File: src/hdl/acc_cfg.svh
// Purpose: constants for the converter conversion control block
// Assumes: 100 MHz system clock
// Notes:   definitions only
`ifndef ACC_CFG_SVH
`define ACC_CFG_SVH
`define ACC_RES_W          10
`define ACC_NORMAL_CYC     5'd13
`define ACC_FIRST_CYC      5'd25
`define ACC_PRESC_W        7
`define ACC_TRIG_FREE      3'h0
`define ACC_TRIG_CNT_W     3
`define ACC_CH_GROUND      4'hF
`define ACC_CH_BANDGAP     4'hE
`define ACC_CH_EXT_MAX     4'h7
`endif

File: src/hdl/acc_pkg.sv
// Purpose: types for the converter conversion control block
// Assumes: nothing
// Notes:   state encodings are one-hot
package acc_pkg;
    typedef enum logic [2:0] {
        ACC_IDLE  = 3'b001,
        ACC_ARMED = 3'b010,
        ACC_BUSY  = 3'b100
    } acc_state_e;
    typedef enum logic [1:0] {
        ACC_REF_EXTERNAL = 2'h0,
        ACC_REF_SUPPLY   = 2'h1,
        ACC_REF_RESERVED = 2'h2,
        ACC_REF_INTERNAL = 2'h3
    } acc_ref_e;
endpackage : acc_pkg

File: src/hdl/acc_conv_if.sv
// Purpose: link between control core and conversion timer
// Assumes: single clock domain
// Notes:   start is a one-cycle pulse, done a one-cycle pulse
`timescale 1ns/100ps
interface acc_conv_if;
    logic       start;
    logic       first;
    logic       tick;
    logic       done;
    modport ctrl  (output start, output first, input tick, input done);
    modport timer (input start, input first, output tick, output done);
endinterface : acc_conv_if

File: src/hdl/acc_ctrl.sv
// Purpose: conversion control: starts, triggers, result lock and alignment
// Assumes: register writes arrive as one-cycle strobes with data ports
// Notes:   analog front end sits outside; only its selects, power, trial code and comparator are seen
`timescale 1ns/100ps
`include "acc_cfg.svh"
// Behaviour
// result is 10 bits over two bytes, right or left aligned by select bit
// software reads low byte then high, or high only if left aligned
// reading low byte blocks result updates until high byte is read
// completion while blocked leaves both bytes unchanged, result dropped
// reading high byte re-enables result updates
// completion flag still sets when the result was dropped
// reference and channel reach the converter only while enabled
// converter works only while power reduction bit is zero
// start bit begins one conversion, stays set, cleared on completion
// channel change during conversion waits for current conversion to finish
// auto trigger enable plus source select choose trigger signal
// rising trigger edge restarts prescaler and starts a conversion
// trigger still high at completion starts nothing; new edge needed
// trigger edges during a conversion are ignored
// trigger flags set regardless of interrupt enables; software clears them
// own completion flag as source gives free running conversions
// writing start bit still starts one conversion under auto trigger
// start bit reads one during every conversion
// input select picks eight channels, ground or bandgap
// code zero at ground, maximum is reference minus one step
// reference select picks external, supply or internal reference
// normal conversion 13 conversion clocks, first after enable 25
// completion writes result, sets flag, clears start bit together
// flag cleared by interrupt service or by writing one
module acc_ctrl #(
    parameter int N_TRIG = 8
) (
    input  wire logic                    clk_i,
    input  wire logic                    reset_i,
    input  wire logic                    converter_power_reduction_i,
    input  wire logic                    converter_enable_i,
    input  wire logic                    auto_trigger_enable_i,
    input  wire logic [2:0]              trigger_source_select_i,
    input  wire logic [N_TRIG-1:0]       trigger_flags_i,
    input  wire logic                    left_align_select_i,
    input  wire logic [3:0]              input_channel_select_i,
    input  wire logic [1:0]              reference_select_i,
    input  wire logic [`ACC_PRESC_W-1:0] prescale_i,
    input  wire logic                    start_conversion_wr_i,
    input  wire logic                    done_flag_clear_i,
    input  wire logic                    irq_serviced_i,
    input  wire logic                    result_low_rd_i,
    input  wire logic                    result_high_rd_i,
    input  wire logic                    cmp_above_i,
    output logic                         start_conversion_o,
    output logic                         conversion_done_flag_o,
    output logic [7:0]                   result_high_byte_o,
    output logic [7:0]                   result_low_byte_o,
    output logic                         result_locked_o,
    output logic [3:0]                   analog_channel_o,
    output logic [1:0]                   analog_reference_o,
    output logic                         analog_power_o,
    output logic [`ACC_RES_W-1:0]        dac_code_o
);
    // ****************************************************************
    // state and signals
    // ****************************************************************
    acc_pkg::acc_state_e   state_q, state_d;
    acc_conv_if            conv ();
    logic                  trig_prev_q;
    logic                  first_q;
    logic                  lock_q;
    logic [`ACC_RES_W-1:0] result_q;
    logic [3:0]            chan_q;
    logic [1:0]            ref_q;
    logic                  done_q;
    logic                  sc_q;
    logic [`ACC_RES_W-1:0] code;
    logic [`ACC_RES_W-1:0] trial;

    // ****************************************************************
    // decode
    // ****************************************************************
    // power reduction overrides enable so nothing runs while gated
    wire active      = converter_enable_i & ~converter_power_reduction_i;
    wire free_run    = trigger_source_select_i == `ACC_TRIG_FREE;
    // free running watches our own completion pulse, not the flag level
    wire trig_level  = free_run ? conv.done
                                : trigger_flags_i[trigger_source_select_i];
    wire trig_rise   = trig_level & ~trig_prev_q;
    wire auto_start  = active & auto_trigger_enable_i & trig_rise;
    wire sw_start    = active & start_conversion_wr_i;
    wire idle        = state_q != acc_pkg::ACC_BUSY;
    wire go          = idle & (sw_start | auto_start) & ~conv.done;
    wire go_free     = active & auto_trigger_enable_i & free_run & conv.done & sc_q;
    wire start_pulse = go | go_free;
    wire [15:0]           packed_res = left_align_select_i ? {result_q, 6'h00}
                                                           : {6'h00, result_q};

    assign conv.start  = start_pulse;
    assign conv.first  = first_q;

    // ****************************************************************
    // state machine
    // ****************************************************************
    always_comb begin
        state_d = state_q;
        case (state_q)
            acc_pkg::ACC_IDLE: begin
                // a start on the enabling edge must still mark the block busy
                if (active) state_d = start_pulse ? acc_pkg::ACC_BUSY : acc_pkg::ACC_ARMED;
            end
            acc_pkg::ACC_ARMED: begin
                if (!active) state_d = acc_pkg::ACC_IDLE;
                else if (start_pulse) state_d = acc_pkg::ACC_BUSY;
            end
            acc_pkg::ACC_BUSY: begin
                if (!active) state_d = acc_pkg::ACC_IDLE;
                else if (conv.done && !go_free) state_d = acc_pkg::ACC_ARMED;
            end
            default: state_d = acc_pkg::ACC_IDLE;
        endcase
    end

    always_ff @(posedge clk_i or posedge reset_i) begin
        if (reset_i) begin
            state_q     <= acc_pkg::ACC_IDLE;
            trig_prev_q <= 1'b0;
        end else begin
            state_q     <= state_d;
            trig_prev_q <= trig_level;
        end
    end

    // first conversion after enabling is the long one
    always_ff @(posedge clk_i or posedge reset_i) begin
        if (reset_i) begin
            first_q <= 1'b1;
        end else if (!active) begin
            first_q <= 1'b1;
        end else if (start_pulse) begin
            first_q <= 1'b0;
        end
    end

    // ****************************************************************
    // start bit and completion flag
    // ****************************************************************
    // start bit stays high across back-to-back free running conversions
    always_ff @(posedge clk_i or posedge reset_i) begin
        if (reset_i) begin
            sc_q <= 1'b0;
        end else if (!active) begin
            sc_q <= 1'b0;
        end else if (start_pulse) begin
            sc_q <= 1'b1;
        end else if (conv.done) begin
            sc_q <= 1'b0;
        end
    end

    // set wins over a clear in the same cycle
    always_ff @(posedge clk_i or posedge reset_i) begin
        if (reset_i) begin
            done_q <= 1'b0;
        end else if (conv.done) begin
            done_q <= 1'b1;
        end else if (done_flag_clear_i || irq_serviced_i) begin
            done_q <= 1'b0;
        end
    end

    // ****************************************************************
    // result lock and result register
    // ****************************************************************
    // high read releases even if a low read lands together
    always_ff @(posedge clk_i or posedge reset_i) begin
        if (reset_i) begin
            lock_q <= 1'b0;
        end else if (result_high_rd_i) begin
            lock_q <= 1'b0;
        end else if (result_low_rd_i) begin
            lock_q <= 1'b1;
        end
    end

    always_ff @(posedge clk_i or posedge reset_i) begin
        if (reset_i) begin
            result_q <= '0;
        end else if (conv.done && !lock_q) begin
            result_q <= code;
        end
    end

    // ****************************************************************
    // analog selections
    // ****************************************************************
    // selections freeze while busy so a mid-conversion change lands after it
    always_ff @(posedge clk_i or posedge reset_i) begin
        if (reset_i) begin
            chan_q <= `ACC_CH_GROUND;
            ref_q  <= 2'h0;
        end else if (!active) begin
            chan_q <= `ACC_CH_GROUND;
            ref_q  <= 2'h0;
        end else if (state_q != acc_pkg::ACC_BUSY || conv.done) begin
            chan_q <= input_channel_select_i;
            ref_q  <= reference_select_i;
        end
    end

    // ****************************************************************
    // submodules
    // ****************************************************************
    acc_conv_timer u_timer (
        .clk_i      (clk_i),
        .reset_i    (reset_i),
        .enable_i   (active),
        .prescale_i (prescale_i),
        .conv       (conv.timer)
    );

    acc_sar #(.W(`ACC_RES_W)) u_sar (
        .clk_i       (clk_i),
        .reset_i     (reset_i),
        .start_i     (start_pulse),
        .tick_i      (conv.tick),
        .cmp_above_i (cmp_above_i),
        .trial_o     (trial),
        .code_o      (code)
    );

    // ****************************************************************
    // registered outputs
    // ****************************************************************
    always_ff @(posedge clk_i or posedge reset_i) begin
        if (reset_i) begin
            start_conversion_o     <= 1'b0;
            conversion_done_flag_o <= 1'b0;
            result_high_byte_o     <= 8'h00;
            result_low_byte_o      <= 8'h00;
            result_locked_o        <= 1'b0;
            analog_channel_o       <= `ACC_CH_GROUND;
            analog_reference_o     <= 2'h0;
            analog_power_o         <= 1'b0;
            dac_code_o             <= '0;
        end else begin
            start_conversion_o     <= sc_q;
            conversion_done_flag_o <= done_q;
            result_high_byte_o     <= packed_res[15:8];
            result_low_byte_o      <= packed_res[7:0];
            result_locked_o        <= lock_q;
            analog_channel_o       <= chan_q;
            analog_reference_o     <= ref_q;
            analog_power_o         <= active;
            dac_code_o             <= trial;
        end
    end

endmodule : acc_ctrl

File: src/hdl/acc_conv_timer.sv
// Purpose: conversion clock prescaler and conversion length counter
// Assumes: start only while idle
// Notes:   prescaler restarts on each start so trigger to sample delay is fixed
`timescale 1ns/100ps
`include "acc_cfg.svh"
module acc_conv_timer (
    input  wire logic                    clk_i,
    input  wire logic                    reset_i,
    input  wire logic                    enable_i,
    input  wire logic [`ACC_PRESC_W-1:0] prescale_i,
    acc_conv_if.timer                    conv
);
    logic [`ACC_PRESC_W-1:0] presc_q;
    logic [4:0]              cnt_q;
    logic                    run_q;
    logic                    tick_q;
    logic                    done_q;
    wire                     presc_wrap = (presc_q >= prescale_i);

    // prescaler held in reset while disabled or on start
    always_ff @(posedge clk_i or posedge reset_i) begin
        if (reset_i) begin
            presc_q <= '0;
        end else if (!enable_i || conv.start || presc_wrap) begin
            presc_q <= '0;
        end else begin
            presc_q <= presc_q + 1'b1;
        end
    end

    // counts conversion clock cycles of one conversion
    always_ff @(posedge clk_i or posedge reset_i) begin
        if (reset_i) begin
            run_q  <= 1'b0;
            cnt_q  <= 5'd0;
            tick_q <= 1'b0;
            done_q <= 1'b0;
        end else begin
            tick_q <= presc_wrap & run_q;
            done_q <= 1'b0;
            if (!enable_i) begin
                run_q <= 1'b0;
            end else if (conv.start) begin
                run_q <= 1'b1;
                cnt_q <= conv.first ? `ACC_FIRST_CYC : `ACC_NORMAL_CYC;
            end else if (run_q && presc_wrap) begin
                cnt_q <= cnt_q - 5'd1;
                if (cnt_q == 5'd1) begin
                    run_q  <= 1'b0;
                    done_q <= 1'b1;
                end
            end
        end
    end

    assign conv.tick = tick_q;
    assign conv.done = done_q;
endmodule : acc_conv_timer

File: src/hdl/acc_sar.sv
// Purpose: successive approximation register, one bit per conversion clock
// Assumes: comparator output valid when tick arrives; needs prescale of one or more
// Notes:   code zero at ground, all ones at reference minus one step
`timescale 1ns/100ps
`include "acc_cfg.svh"
module acc_sar #(
    parameter int W = `ACC_RES_W
) (
    input  wire logic         clk_i,
    input  wire logic         reset_i,
    input  wire logic         start_i,
    input  wire logic         tick_i,
    input  wire logic         cmp_above_i,
    output logic [W-1:0]      trial_o,
    output logic [W-1:0]      code_o
);
    logic [W-1:0] bit_q;

    // binary search, msb first; finished bits stay frozen
    always_ff @(posedge clk_i or posedge reset_i) begin
        if (reset_i) begin
            trial_o <= '0;
            bit_q   <= '0;
        end else if (start_i) begin
            bit_q   <= {1'b1, {(W-1){1'b0}}};
            trial_o <= {1'b1, {(W-1){1'b0}}};
        end else if (tick_i && bit_q != '0) begin
            trial_o <= (cmp_above_i ? trial_o : (trial_o & ~bit_q)) | (bit_q >> 1);
            bit_q   <= bit_q >> 1;
        end
    end
    assign code_o = trial_o;
endmodule : acc_sar

File: config.mk
export PLATFORM = sky130hd
export DESIGN_NAME = acc_ctrl
export DESIGN_NICKNAME = d
export VERILOG_FILES = /design/src/hdl/acc_pkg.sv /design/src/hdl/acc_conv_if.sv /design/src/hdl/acc_ctrl.sv /design/src/hdl/acc_conv_timer.sv /design/src/hdl/acc_sar.sv
export VERILOG_INCLUDE_DIRS = /design/src /design/src/hdl
export SDC_FILE = /design/constraint.sdc
export NUM_CORES = 1
export LEC_CHECK = 0
export ABC_AREA = 1
export BUFFER_PORTS_ARGS = -buffer_cell sky130_fd_sc_hd__buf_4
export CAP_MARGIN = 20
export CORE_AREA = 5 5 135 112
export CTS_BUF_LIST = sky130_fd_sc_hd__clkbuf_8
export CTS_CLUSTER_DIAMETER = 60
export CTS_CLUSTER_SIZE = 28
export DETAILED_ROUTE_END_ITERATION = 8
export DIE_AREA = 0 0 140 117
export MAX_ROUTING_LAYER = met4
export PLACE_DENSITY = 0.49
export SLEW_MARGIN = 20
export SYNTH_ARGS = -nofsm -noshare
export SYNTH_HDL_FRONTEND = slang
export SYNTH_SLANG_ARGS = --single-unit
File: constraint.sdc
create_clock -name clk_i -period 2.88 [get_ports clk_i]
set_clock_uncertainty 0.15 [all_clocks]
set_input_delay 0 -clock clk_i [delete_from_list [all_inputs] [get_ports clk_i]]
set_output_delay 0 -clock clk_i [all_outputs]
set_load 0.01 [all_outputs]
==> impl_metrics.ini, run 1 <==
[synthesis]
ys.flop_type = dfrtp_1
synth_cells = 420
synth_top_area_frac = 0.534
yosys.area.top_type = dfrtp_1
async_flop_share = 1.00
yosysSeqAreaShare = 0.600
syn_area_um2 = 3990
postSynthAreaPerCell_um2 = 9.49
ys_types = 31
synth_nets = 466
yosys-top-cells-area = dfrtp_1 53%, nand2_1 9.3%, dfstp_2 6.6%
ys_top_cells_by_count = 99 x nand2_1, 85 x dfrtp_1, 52 x inv_1, 34 x a21oi_1
yosys_warnings = 0
synth-seq-cells = 95
synth_edf_count = 0
synthMostInstantiatedCell = nand2_1

[worst_hold_path]
worstHoldPathType = in2reg

[drt]
first_iter_violations = 147
routed_via_density = 4.25
wl_mm = 8.48
num_vias = 3006
antenna_left = 0
drc_errors = 0
drt_pass1_iterations = 4
wl_per_cell_um = 12.0

[floorplan]
die-area_um2 = 16400
ios = 72
core.rowCount = 39
fp.dieH_um = 117
initial_core_util = 0.290
die_width_um = 140
core_area_um2 = 13800

[cts]
numCtsBuffers = 9
cts_buffer_depth = 2
numClockSinks = 95
cts_root_buf = clkbuf_8
clk_pin_slew_worst_paths_ns = 0.10
clkLatencyLatePin_ns = 0.37
tritoncts = built
htreeDepth = 3

[finish]
nNetsFinal = 565
drive_gt1_frac = 0.237
final_core_util = 0.376
stdcell_count = 708
area_growth_pct = 29.7
diodes = 0

[sta]
fin_crit_sh = 0.879
clock.fmax_ghz = 0.395
period_minus_slack_ns = 2.53
slew_headroom = 0.451
slew_violations = 0
rsz0062_at_grt = no
tightest_slew_ns = 0.822
finalSetupTns_ns = 0
finalHoldViolCount = 0
setup_violations = 0

[global_routing]
grt_max_degree = 48
grt_overflow = 0
grt_pass1_vias = 2925
antenna_found_initial = 0
track_usage = 0.111
grt_pass1_wl_mm = 14.2

[critical_path]
r2r_setup_slack_ns = 0.66
cpPeakStageDelay_ns = 0.71
crit_path_end_kind = flip-flop
required_ns = 3.00
cp_slowest_cell = dlygate4sd3_1
start_kind = primary input
cp_max_fo = 13
crit_type = in2reg
cp.arrival_ns = 2.66
crit_path_frequent_cell = nand2_1
crit_chain = dlygate4sd3_1, buf_4, nor2_2, dlygate4sd3_1, buf_4, nand2_1, nor2_1, buf_4, inv_1, o21ai_1, nor2_1, nand2_1, nand2_1, nand2_1, nand2_1

[run_status]
status = finished clean

[placement]
dp.cells = 670
hpwl_mm = 5.94
place.port_buffers = 70
gp_congestion = 0.786

[power_and_ir_drop]
p_leak_nw = 2.55
irDropWorstVdd_mv = 0.224
powerDensity_nw_per_um2 = 510

[job]
max-cap-violations = 0
worst max-delay path: cells and delay by family:
family	cells	cell delay (ns)
and+or+nand+nor	8	0.73
AOI/OAI and AO/OA	1	0.09
buffers and inverters	6	1.83
registers in the layout (all words and copies together) (netlist names), 2 cells and up:
name / flops
u_timer.presc_q: 7
chan_q: 4
result_high_byte_o: 8
dac_code_o: 10
u_timer.cnt_q: 5
result_low_byte_o: 8
u_sar.code_o: 10
analog_reference_o: 2
analog_channel_o: 4
u_sar.bit_q: 10
state_q: 3
result_q: 10
ref_q: 2
timing repair:
item | CTS | global route
buffers inserted | 0 | 0
gates resized for setup | 0 | 0
hold buffers | 22 | 0
hold endpoints to repair | 84 | 0
cell usage in the layout (no fill, tap or decap), drive strengths merged, types with 11 or more instances in the layout:
cell type	synthesis	final
nand2	104	104
dfrtp	85	85
buf	5	76
inv	54	55
nor2	36	36
a21oi	35	35
o21ai	31	31
dlygate4sd3	0	22
nand3	19	19
clkbuf	5	11
through the flow:
step / hold slack (ns) / setup WS (ns) / power, W / instance area [um^2]
after detailed placement: 0.0106 / 0.834 / 0.00172 / 4740
final: 0.104 / 0.347 / 0.00264 / 5170
after global placement: 0.00593 / 0.828 / 0.00171 / 4740
after CTS: 0.0769 / 0.386 / 0.00269 / 5170
after floorplan: -0.0836 / 0.270 / 0.00161 / 3990
after global routing: 0.125 / 0.154 / 0.00278 / 5170
logic make-up (layout without fill, tap and decap cells):
kind of cell	after synthesis	in the layout	synth area share
and+or+nand+nor	171	171	0.191
DFF	95	95	0.600
AOI/OAI and AO/OA	71	71	0.0961
buffers and inverters	65	169	0.0644
adders and majority gates	10	10	0.0314
xor gates and xnor gates	8	8	0.0176
final timing paths:
path / to / cells past startpoint / startpoint
min in group asynchronous: result_q[6] / 3 / reset_i
worst max-delay path: state_q[1] / 15 / converter_power_reduction_i
max in group asynchronous: analog_channel_o[3] / 4 / reset_i
worst min-delay path: state_q[2] / 5 / auto_trigger_enable_i
worst max register to register: conv.first / 6 / state_q[1]
worst min register to register: analog_channel_o[2] / 0 / chan_q[2]
power by group:
group | switching (W) | internal [W] | total (W)
clock | 0.000471 | 0.000455 | 0.000926
combinational | 0.000160 | 0.000133 | 0.000293
sequential | 0.0000336 | 0.00139 | 0.00142
per-layer routing:
| layer | global-route usage | share of wire |
|---|---|---|
| met1 | 0.147 | 0.50 |
| met2 | 0.164 | 0.44 |
| met3 | 0.0321 | 0.045 |
| met4 | 0.0407 | 0.014 |
| met5 | - | 0 |
final cells by class:
cell class | count | area [um^2]
clock buffer | 11 | 151
clock inverter | 5 | 61.3
fill | 1417 | 8590
inverter | 55 | 208
multi-input combinational | 260 | 1340
sequential | 95 | 2390
tap | 184 | 230
timing repair buffer | 98 | 791
Power figures use the tool's default switching activity.
==> run 2, diff against run 1 <==
- PLACE_DENSITY: 0.49 -> default
==> impl_metrics.ini, run 2 (same netlist as run 1, synthesis figures left out) <==
[cts]
numCtsBuffers = 9
clk_pin_slew_worst_paths_ns = 0.09
cts_buffer_depth = 2
cts_resized = 0
tritoncts = built
htreeDepth = 3
cts_root_buf = clkbuf_8
numClockSinks = 95
clkLatencyLatePin_ns = 0.36

[placement]
hpwl_mm = 5.84
gp_congestion = 0.798
place.port_buffers = 70

[floorplan]
die_width_um = 140
die-area_um2 = 16400
ios = 72
core_area_um2 = 13800
initial_core_util = 0.290
fp.dieH_um = 117
core.rowCount = 39

[critical_path]
required_ns = 2.97
crit_chain = dlygate4sd3_1, buf_4, nor2_2, dlygate4sd3_1, buf_4, nand4_1, a21boi_4, nand2_1, dlygate4sd3_1
cpPeakStageDelay_ns = 0.55
crit_path_frequent_cell = dlygate4sd3_1
crit_buf_inv = 5
cp_slowest_cell = dlygate4sd3_1
r2r_end = u_sar.code_o[9]
reg2reg_from = state_q[1]
crit_path_end_kind = flip-flop
critPathTopFamily = buffers and inverters
cp_max_fo = 14
cp.arrival_ns = 2.72
crit_cells = 9
crit_type = in2reg
r2r_setup_slack_ns = 0.67
start_kind = primary input
rr_worst_depth = 5

[finish]
nFillCells = 1401
diodes = 0
drive_gt1_frac = 0.233
area.sequential_um2 = 2390
final_common_cell = nand2_1
multi_input_area_um2 = 1340
final_core_util = 0.373
nNetsFinal = 564
mostFrequentLayoutCells = 99 x nand2_1, 85 x dfrtp_1, 75 x buf_4
area_growth_pct = 28.8

[drt]
drt_pass1_iterations = 5
wl_mm = 8.34
antenna_left = 0
first_iter_violations = 123
drc_errors = 0
wl_per_cell_um = 11.8
routed_via_density = 4.27
num_vias = 3020

[global_routing]
grt_pass1_vias = 3055
grt_max_degree = 38
track_usage = 0.110
grt_overflow = 0
antenna_found_initial = 0
grt_pass1_wl_mm = 14.4

[job]
max-cap-violations = 0

[power_and_ir_drop]
swShare = 0.264
powerDensity_nw_per_um2 = 492
switching_power_w = 0.000666
seqPwrFrac = 0.562
pwr-share-clk = 0.321
p_leak_nw = 2.53
comb_power_share = 0.117
irDropWorstVdd_mv = 0.188
p_int_w = 0.00186

[sta]
finalHoldViolCount = 0
rsz0062_at_grt = no
slew_violations = 0
setup_violations = 0
clock.fmax_ghz = 0.380
fin_crit_sh = 0.914
tightest_slew_ns = 0.531
slew_headroom = 0.646
finalSetupTns_ns = 0
period_minus_slack_ns = 2.63

[worst_hold_path]
worstHoldPathType = in2async

[run_status]
status = finished clean
[run 2: changes by cell type in the layout (fill, tap and decap cells not counted)]
cell        delta
clkinvlp_4     +2
buf_4          -1
bufinv_16      -1
clkbuf_8       -1
clkinv_2       -1
inv_1          +1
[run 2: final cells by class]
type | instances | share of cell area
Clock buffer | 10 | 0.0268
Clock inverter | 6 | 0.00878
Inverter | 55 | 0.0405
Multi-Input combinational cell | 260 | 0.261
Sequential cell | 95 | 0.466
Tap cell | 184 | 0.0449
Timing Repair Buffer | 97 | 0.153
[run 2: how the worst max path moves through the flow]
stage          slack, ns          endpoint                   startpoint
4_1_cts             0.25   u_sar.code_o[9]  converter_power_reduction_i
5_1_grt             0.11   u_sar.code_o[9]  converter_power_reduction_i
3_5_place_dp        0.84  u_timer.cnt_q[1]           u_timer.presc_q[2]
2_1_floorplan       0.27    analog_power_o                      reset_i
6_report            0.25   u_sar.code_o[9]  converter_power_reduction_i
3_3_place_gp        0.86  u_timer.cnt_q[1]           u_timer.presc_q[2]
[run 2: worst register-to-register path, stage by stage, from the launching register on]
cell           delay (ns)
dfrtp_1              0.42
nor3_1               0.38
nor2_1               0.16
a21boi_4             0.36
nand2_1              0.08
dlygate4sd3_1        0.55
[run 2: power groups by stage]
stage	logic, W	registers [W]	clock network, W
6_report	0.000294	0.00142	0.000811
5_1_grt	0.000333	0.00143	0.000904
4_1_cts	0.000297	0.00142	0.000842
3_5_place_dp	0.000273	0.00144	0
3_3_place_gp	0.000260	0.00144	0
2_1_floorplan	0.000171	0.00144	0
[run 2: stage by stage]
step                      setup WS (ns)  area (um^2)  total power (W)  instances  hold WS (ns)
after global routing              0.110         5130          0.00266        707         0.118
final                             0.247         5130          0.00253        707        0.0794
after global placement            0.856         4730          0.00170        669       -0.0848
after floorplan                   0.270         3990          0.00161        420       -0.0836
after CTS                         0.254         5130          0.00256        707        0.0735
after detailed placement          0.838         4730          0.00172        669       -0.0796
[run 2: metal layers]
metal,global-route usage,up-vias,share of wire
met3,0.0227,13,0.048
met2,0.170,68,0.46
li1,-,1526,-
met5,-,-,0
met1,0.143,1413,0.47
met4,0.0465,0,0.023
[run 2: timing repair]
| item | CTS | global route |
|---|---|---|
| endpoints found under the hold margin | 65 | 0 |
| setup buffers | 0 | 0 |
| endpoints found under the setup margin | 0 | 0 |
| hold buffers | 22 | 0 |
==> run 3, diff against run 2 <==
- ABC_AREA: 1 -> default
- CORE_AREA: 5 5 135 112 -> 5 5 132 109
- DIE_AREA: 0 0 140 117 -> 0 0 137 114
==> impl_metrics.ini, run 3 <==
[run_status]
status = finished clean

[finish]
final_cell_area_um2 = 4940
drive_gt1_frac = 0.278
nNetsFinal = 469
final_common_cell = dfrtp_1
area_growth_pct = 29.8
mostFrequentLayoutCells = 85 x dfrtp_1, 72 x buf_4, 51 x nand2_1
diodes = 0

[global_routing]
met2_usage = 0.162
antenna_found_initial = 0
grt_max_degree = 89
grt_pass1_wl_mm = 12.8
track_usage = 0.106
grt.busiest_layer = met2
gr-usage-met1 = 0.131
grt_pass1_vias = 2674
grt_overflow = 0
grt_use_met3 = 0.0344

[power_and_ir_drop]
comb_power_share = 0.078
swShare = 0.261
p_int_w = 0.00181
p_leak_nw = 2.33
pwr-share-clk = 0.356
irDropWorstVdd_mv = 0.200
seqPwrFrac = 0.566
switching_power_w = 0.000640
powerDensity_nw_per_um2 = 496

[synthesis]
yosys_warnings = 0
synthMostInstantiatedCell = dfrtp_1
ys.flop_type = dfrtp_1
synth_cells = 329
synth_top_area_frac = 0.559
async_flop_share = 1.00
synth_nets = 375
yosysSeqAreaShare = 0.628
yosys-top-cells-area = dfrtp_1 56%, dfstp_2 6.9%, nand2_1 5.0%
synth_edf_count = 0
yosys.area.top_type = dfrtp_1
ys_types = 45
syn_area_um2 = 3800
ys_top_cells_by_count = 85 x dfrtp_1, 51 x nand2_1, 29 x nor2_1, 27 x a21oi_1, 15 x inv_1
postSynthAreaPerCell_um2 = 11.6
synth-seq-cells = 95

[sta]
slew_violations = 0
slew_headroom = 0.488
fin_crit_sh = 0.947
holdWs_ns = 0.0317
finalHoldViolCount = 0
rsz0062_at_grt = no
clock.fmax_ghz = 0.366
setup_violations = 0
period_minus_slack_ns = 2.73
tightest_slew_ns = 0.768
finalWorstSetupSlack_ns = 0.151
finalSetupTns_ns = 0

[critical_path]
crit_type = in2reg
cp_max_fo = 8
required_ns = 2.98
cp.arrival_ns = 2.83
crit_path_end_kind = flip-flop
start_kind = primary input

[drt]
num_vias = 2612
wl_mm = 7.47
wl_per_cell_um = 12.3
drc_errors = 0
routed_via_density = 4.30
antenna_left = 0
drt_pass1_iterations = 4
first_iter_violations = 104

[placement]
hpwl_mm = 5.25
dp_slack_ns = 0.746
place.port_buffers = 70
gp_congestion = 0.753
placed_area_um2 = 4520

[floorplan]
die_width_um = 137
core_area_um2 = 13100
initial_core_util = 0.291
fp.dieH_um = 114
ios = 72
core.rowCount = 38
die-area_um2 = 15600

[worst_hold_path]
worstHoldPathType = in2reg

[cts]
cts_resized = 0
htreeDepth = 3
numCtsBuffers = 9
cts_root_buf = clkbuf_8
clkLatencyLatePin_ns = 0.36
cts_buffer_depth = 2
clk_pin_slew_worst_paths_ns = 0.10
numClockSinks = 95
tritoncts = built
postCtsSetupBuffers = 0

[job]
max-cap-violations = 0
==> run 3: cell count changes after synthesis, moves of 8 or more <==
cell     delta
inv_1      -37
mux2_2     +14
nand2_1    -48
nand3_1     -8
nor2_2      -8
nor2b_1    +10
o21ai_0    -21
==> run 3: kinds of logic after synthesis <==
| logic type | share of synthesized area |
|---|---|
| AO/OA/AOI/OAI | 0.0803 |
| XOR/XNOR | 0.0253 |
| adder cells (fa/ha/maj) | 0.0329 |
| buffers and inverters | 0.0296 |
| flip-flops | 0.628 |
| multiplexers | 0.0520 |
| AND/OR/NAND/NOR | 0.152 |
==> run 3: power groups by stage <==
| stage | Combinational [W] | Sequential (W) | Clock (W) |
|---|---|---|---|
| after detailed placement | 0.000170 | 0.00141 | 0 |
| after floorplan | 0.0000964 | 0.00141 | 0 |
| after global placement | 0.000165 | 0.00141 | 0 |
| after global routing | 0.000215 | 0.00139 | 0.000974 |
| final | 0.000190 | 0.00139 | 0.000873 |
| after CTS | 0.000193 | 0.00139 | 0.000921 |
==> run 3: worst max-delay path, stage by stage <==
cell and delay [ns]:
dlygate4sd3_1 0.53, buf_4 0.15, mux2i_1 0.19, nand3b_1 0.08, dlygate4sd3_1 0.56, and4_1 0.21
a31oi_2 0.45, nand2_1 0.08, dlygate4sd3_1 0.57
==> run 3: routing by layer <==
| layer | part of all wire | up-vias |
|---|---|---|
| li1 | - | 1281 |
| met4 | 0.014 | 0 |
| met3 | 0.054 | 10 |
| met1 | 0.45 | 1263 |
| met5 | 0 | - |
| met2 | 0.49 | 58 |
==> run 3: stage by stage <==
stage,instances,util,power [W]
detailed placement,571,0.346,0.00158
global route,608,0.378,0.00258
floorplan,329,-,0.00151
finish,608,0.378,0.00245
global placement,571,0.346,0.00158
CTS,608,0.377,0.00250
==> run 3: worst paths after layout <==
path	from	to	slack, ns	cells past startpoint
setup / recovery	trigger_source_select_i[2]	u_sar.code_o[9]	0.15	9
hold / removal	converter_enable_i	state_q[1]	0.03	3
setup reg to reg	state_q[1]	u_sar.code_o[9]	0.38	6
hold reg to reg	chan_q[0]	analog_channel_o[0]	0.22	0
max in group asynchronous	reset_i	chan_q[3]	1.66	4
min in group asynchronous	reset_i	u_timer.presc_q[6]	0.15	3
==> run 3: what timing repair did <==
action	4_1_cts	5_1_grt
hold buffers	21	0
setup endpoints to repair	0	0
hold endpoints to repair	125	0
==> run 3: area by class of cell <==
type / count / area [um^2]
repair buffers: 93 / 751
inverters: 16 / 65.1
well taps: 180 / 225
clock inverters: 7 / 81.3
clock buffers: 9 / 124
fillers: 1298 / 8140
flip-flops and latches: 95 / 2390
multi-input cells: 208 / 1300
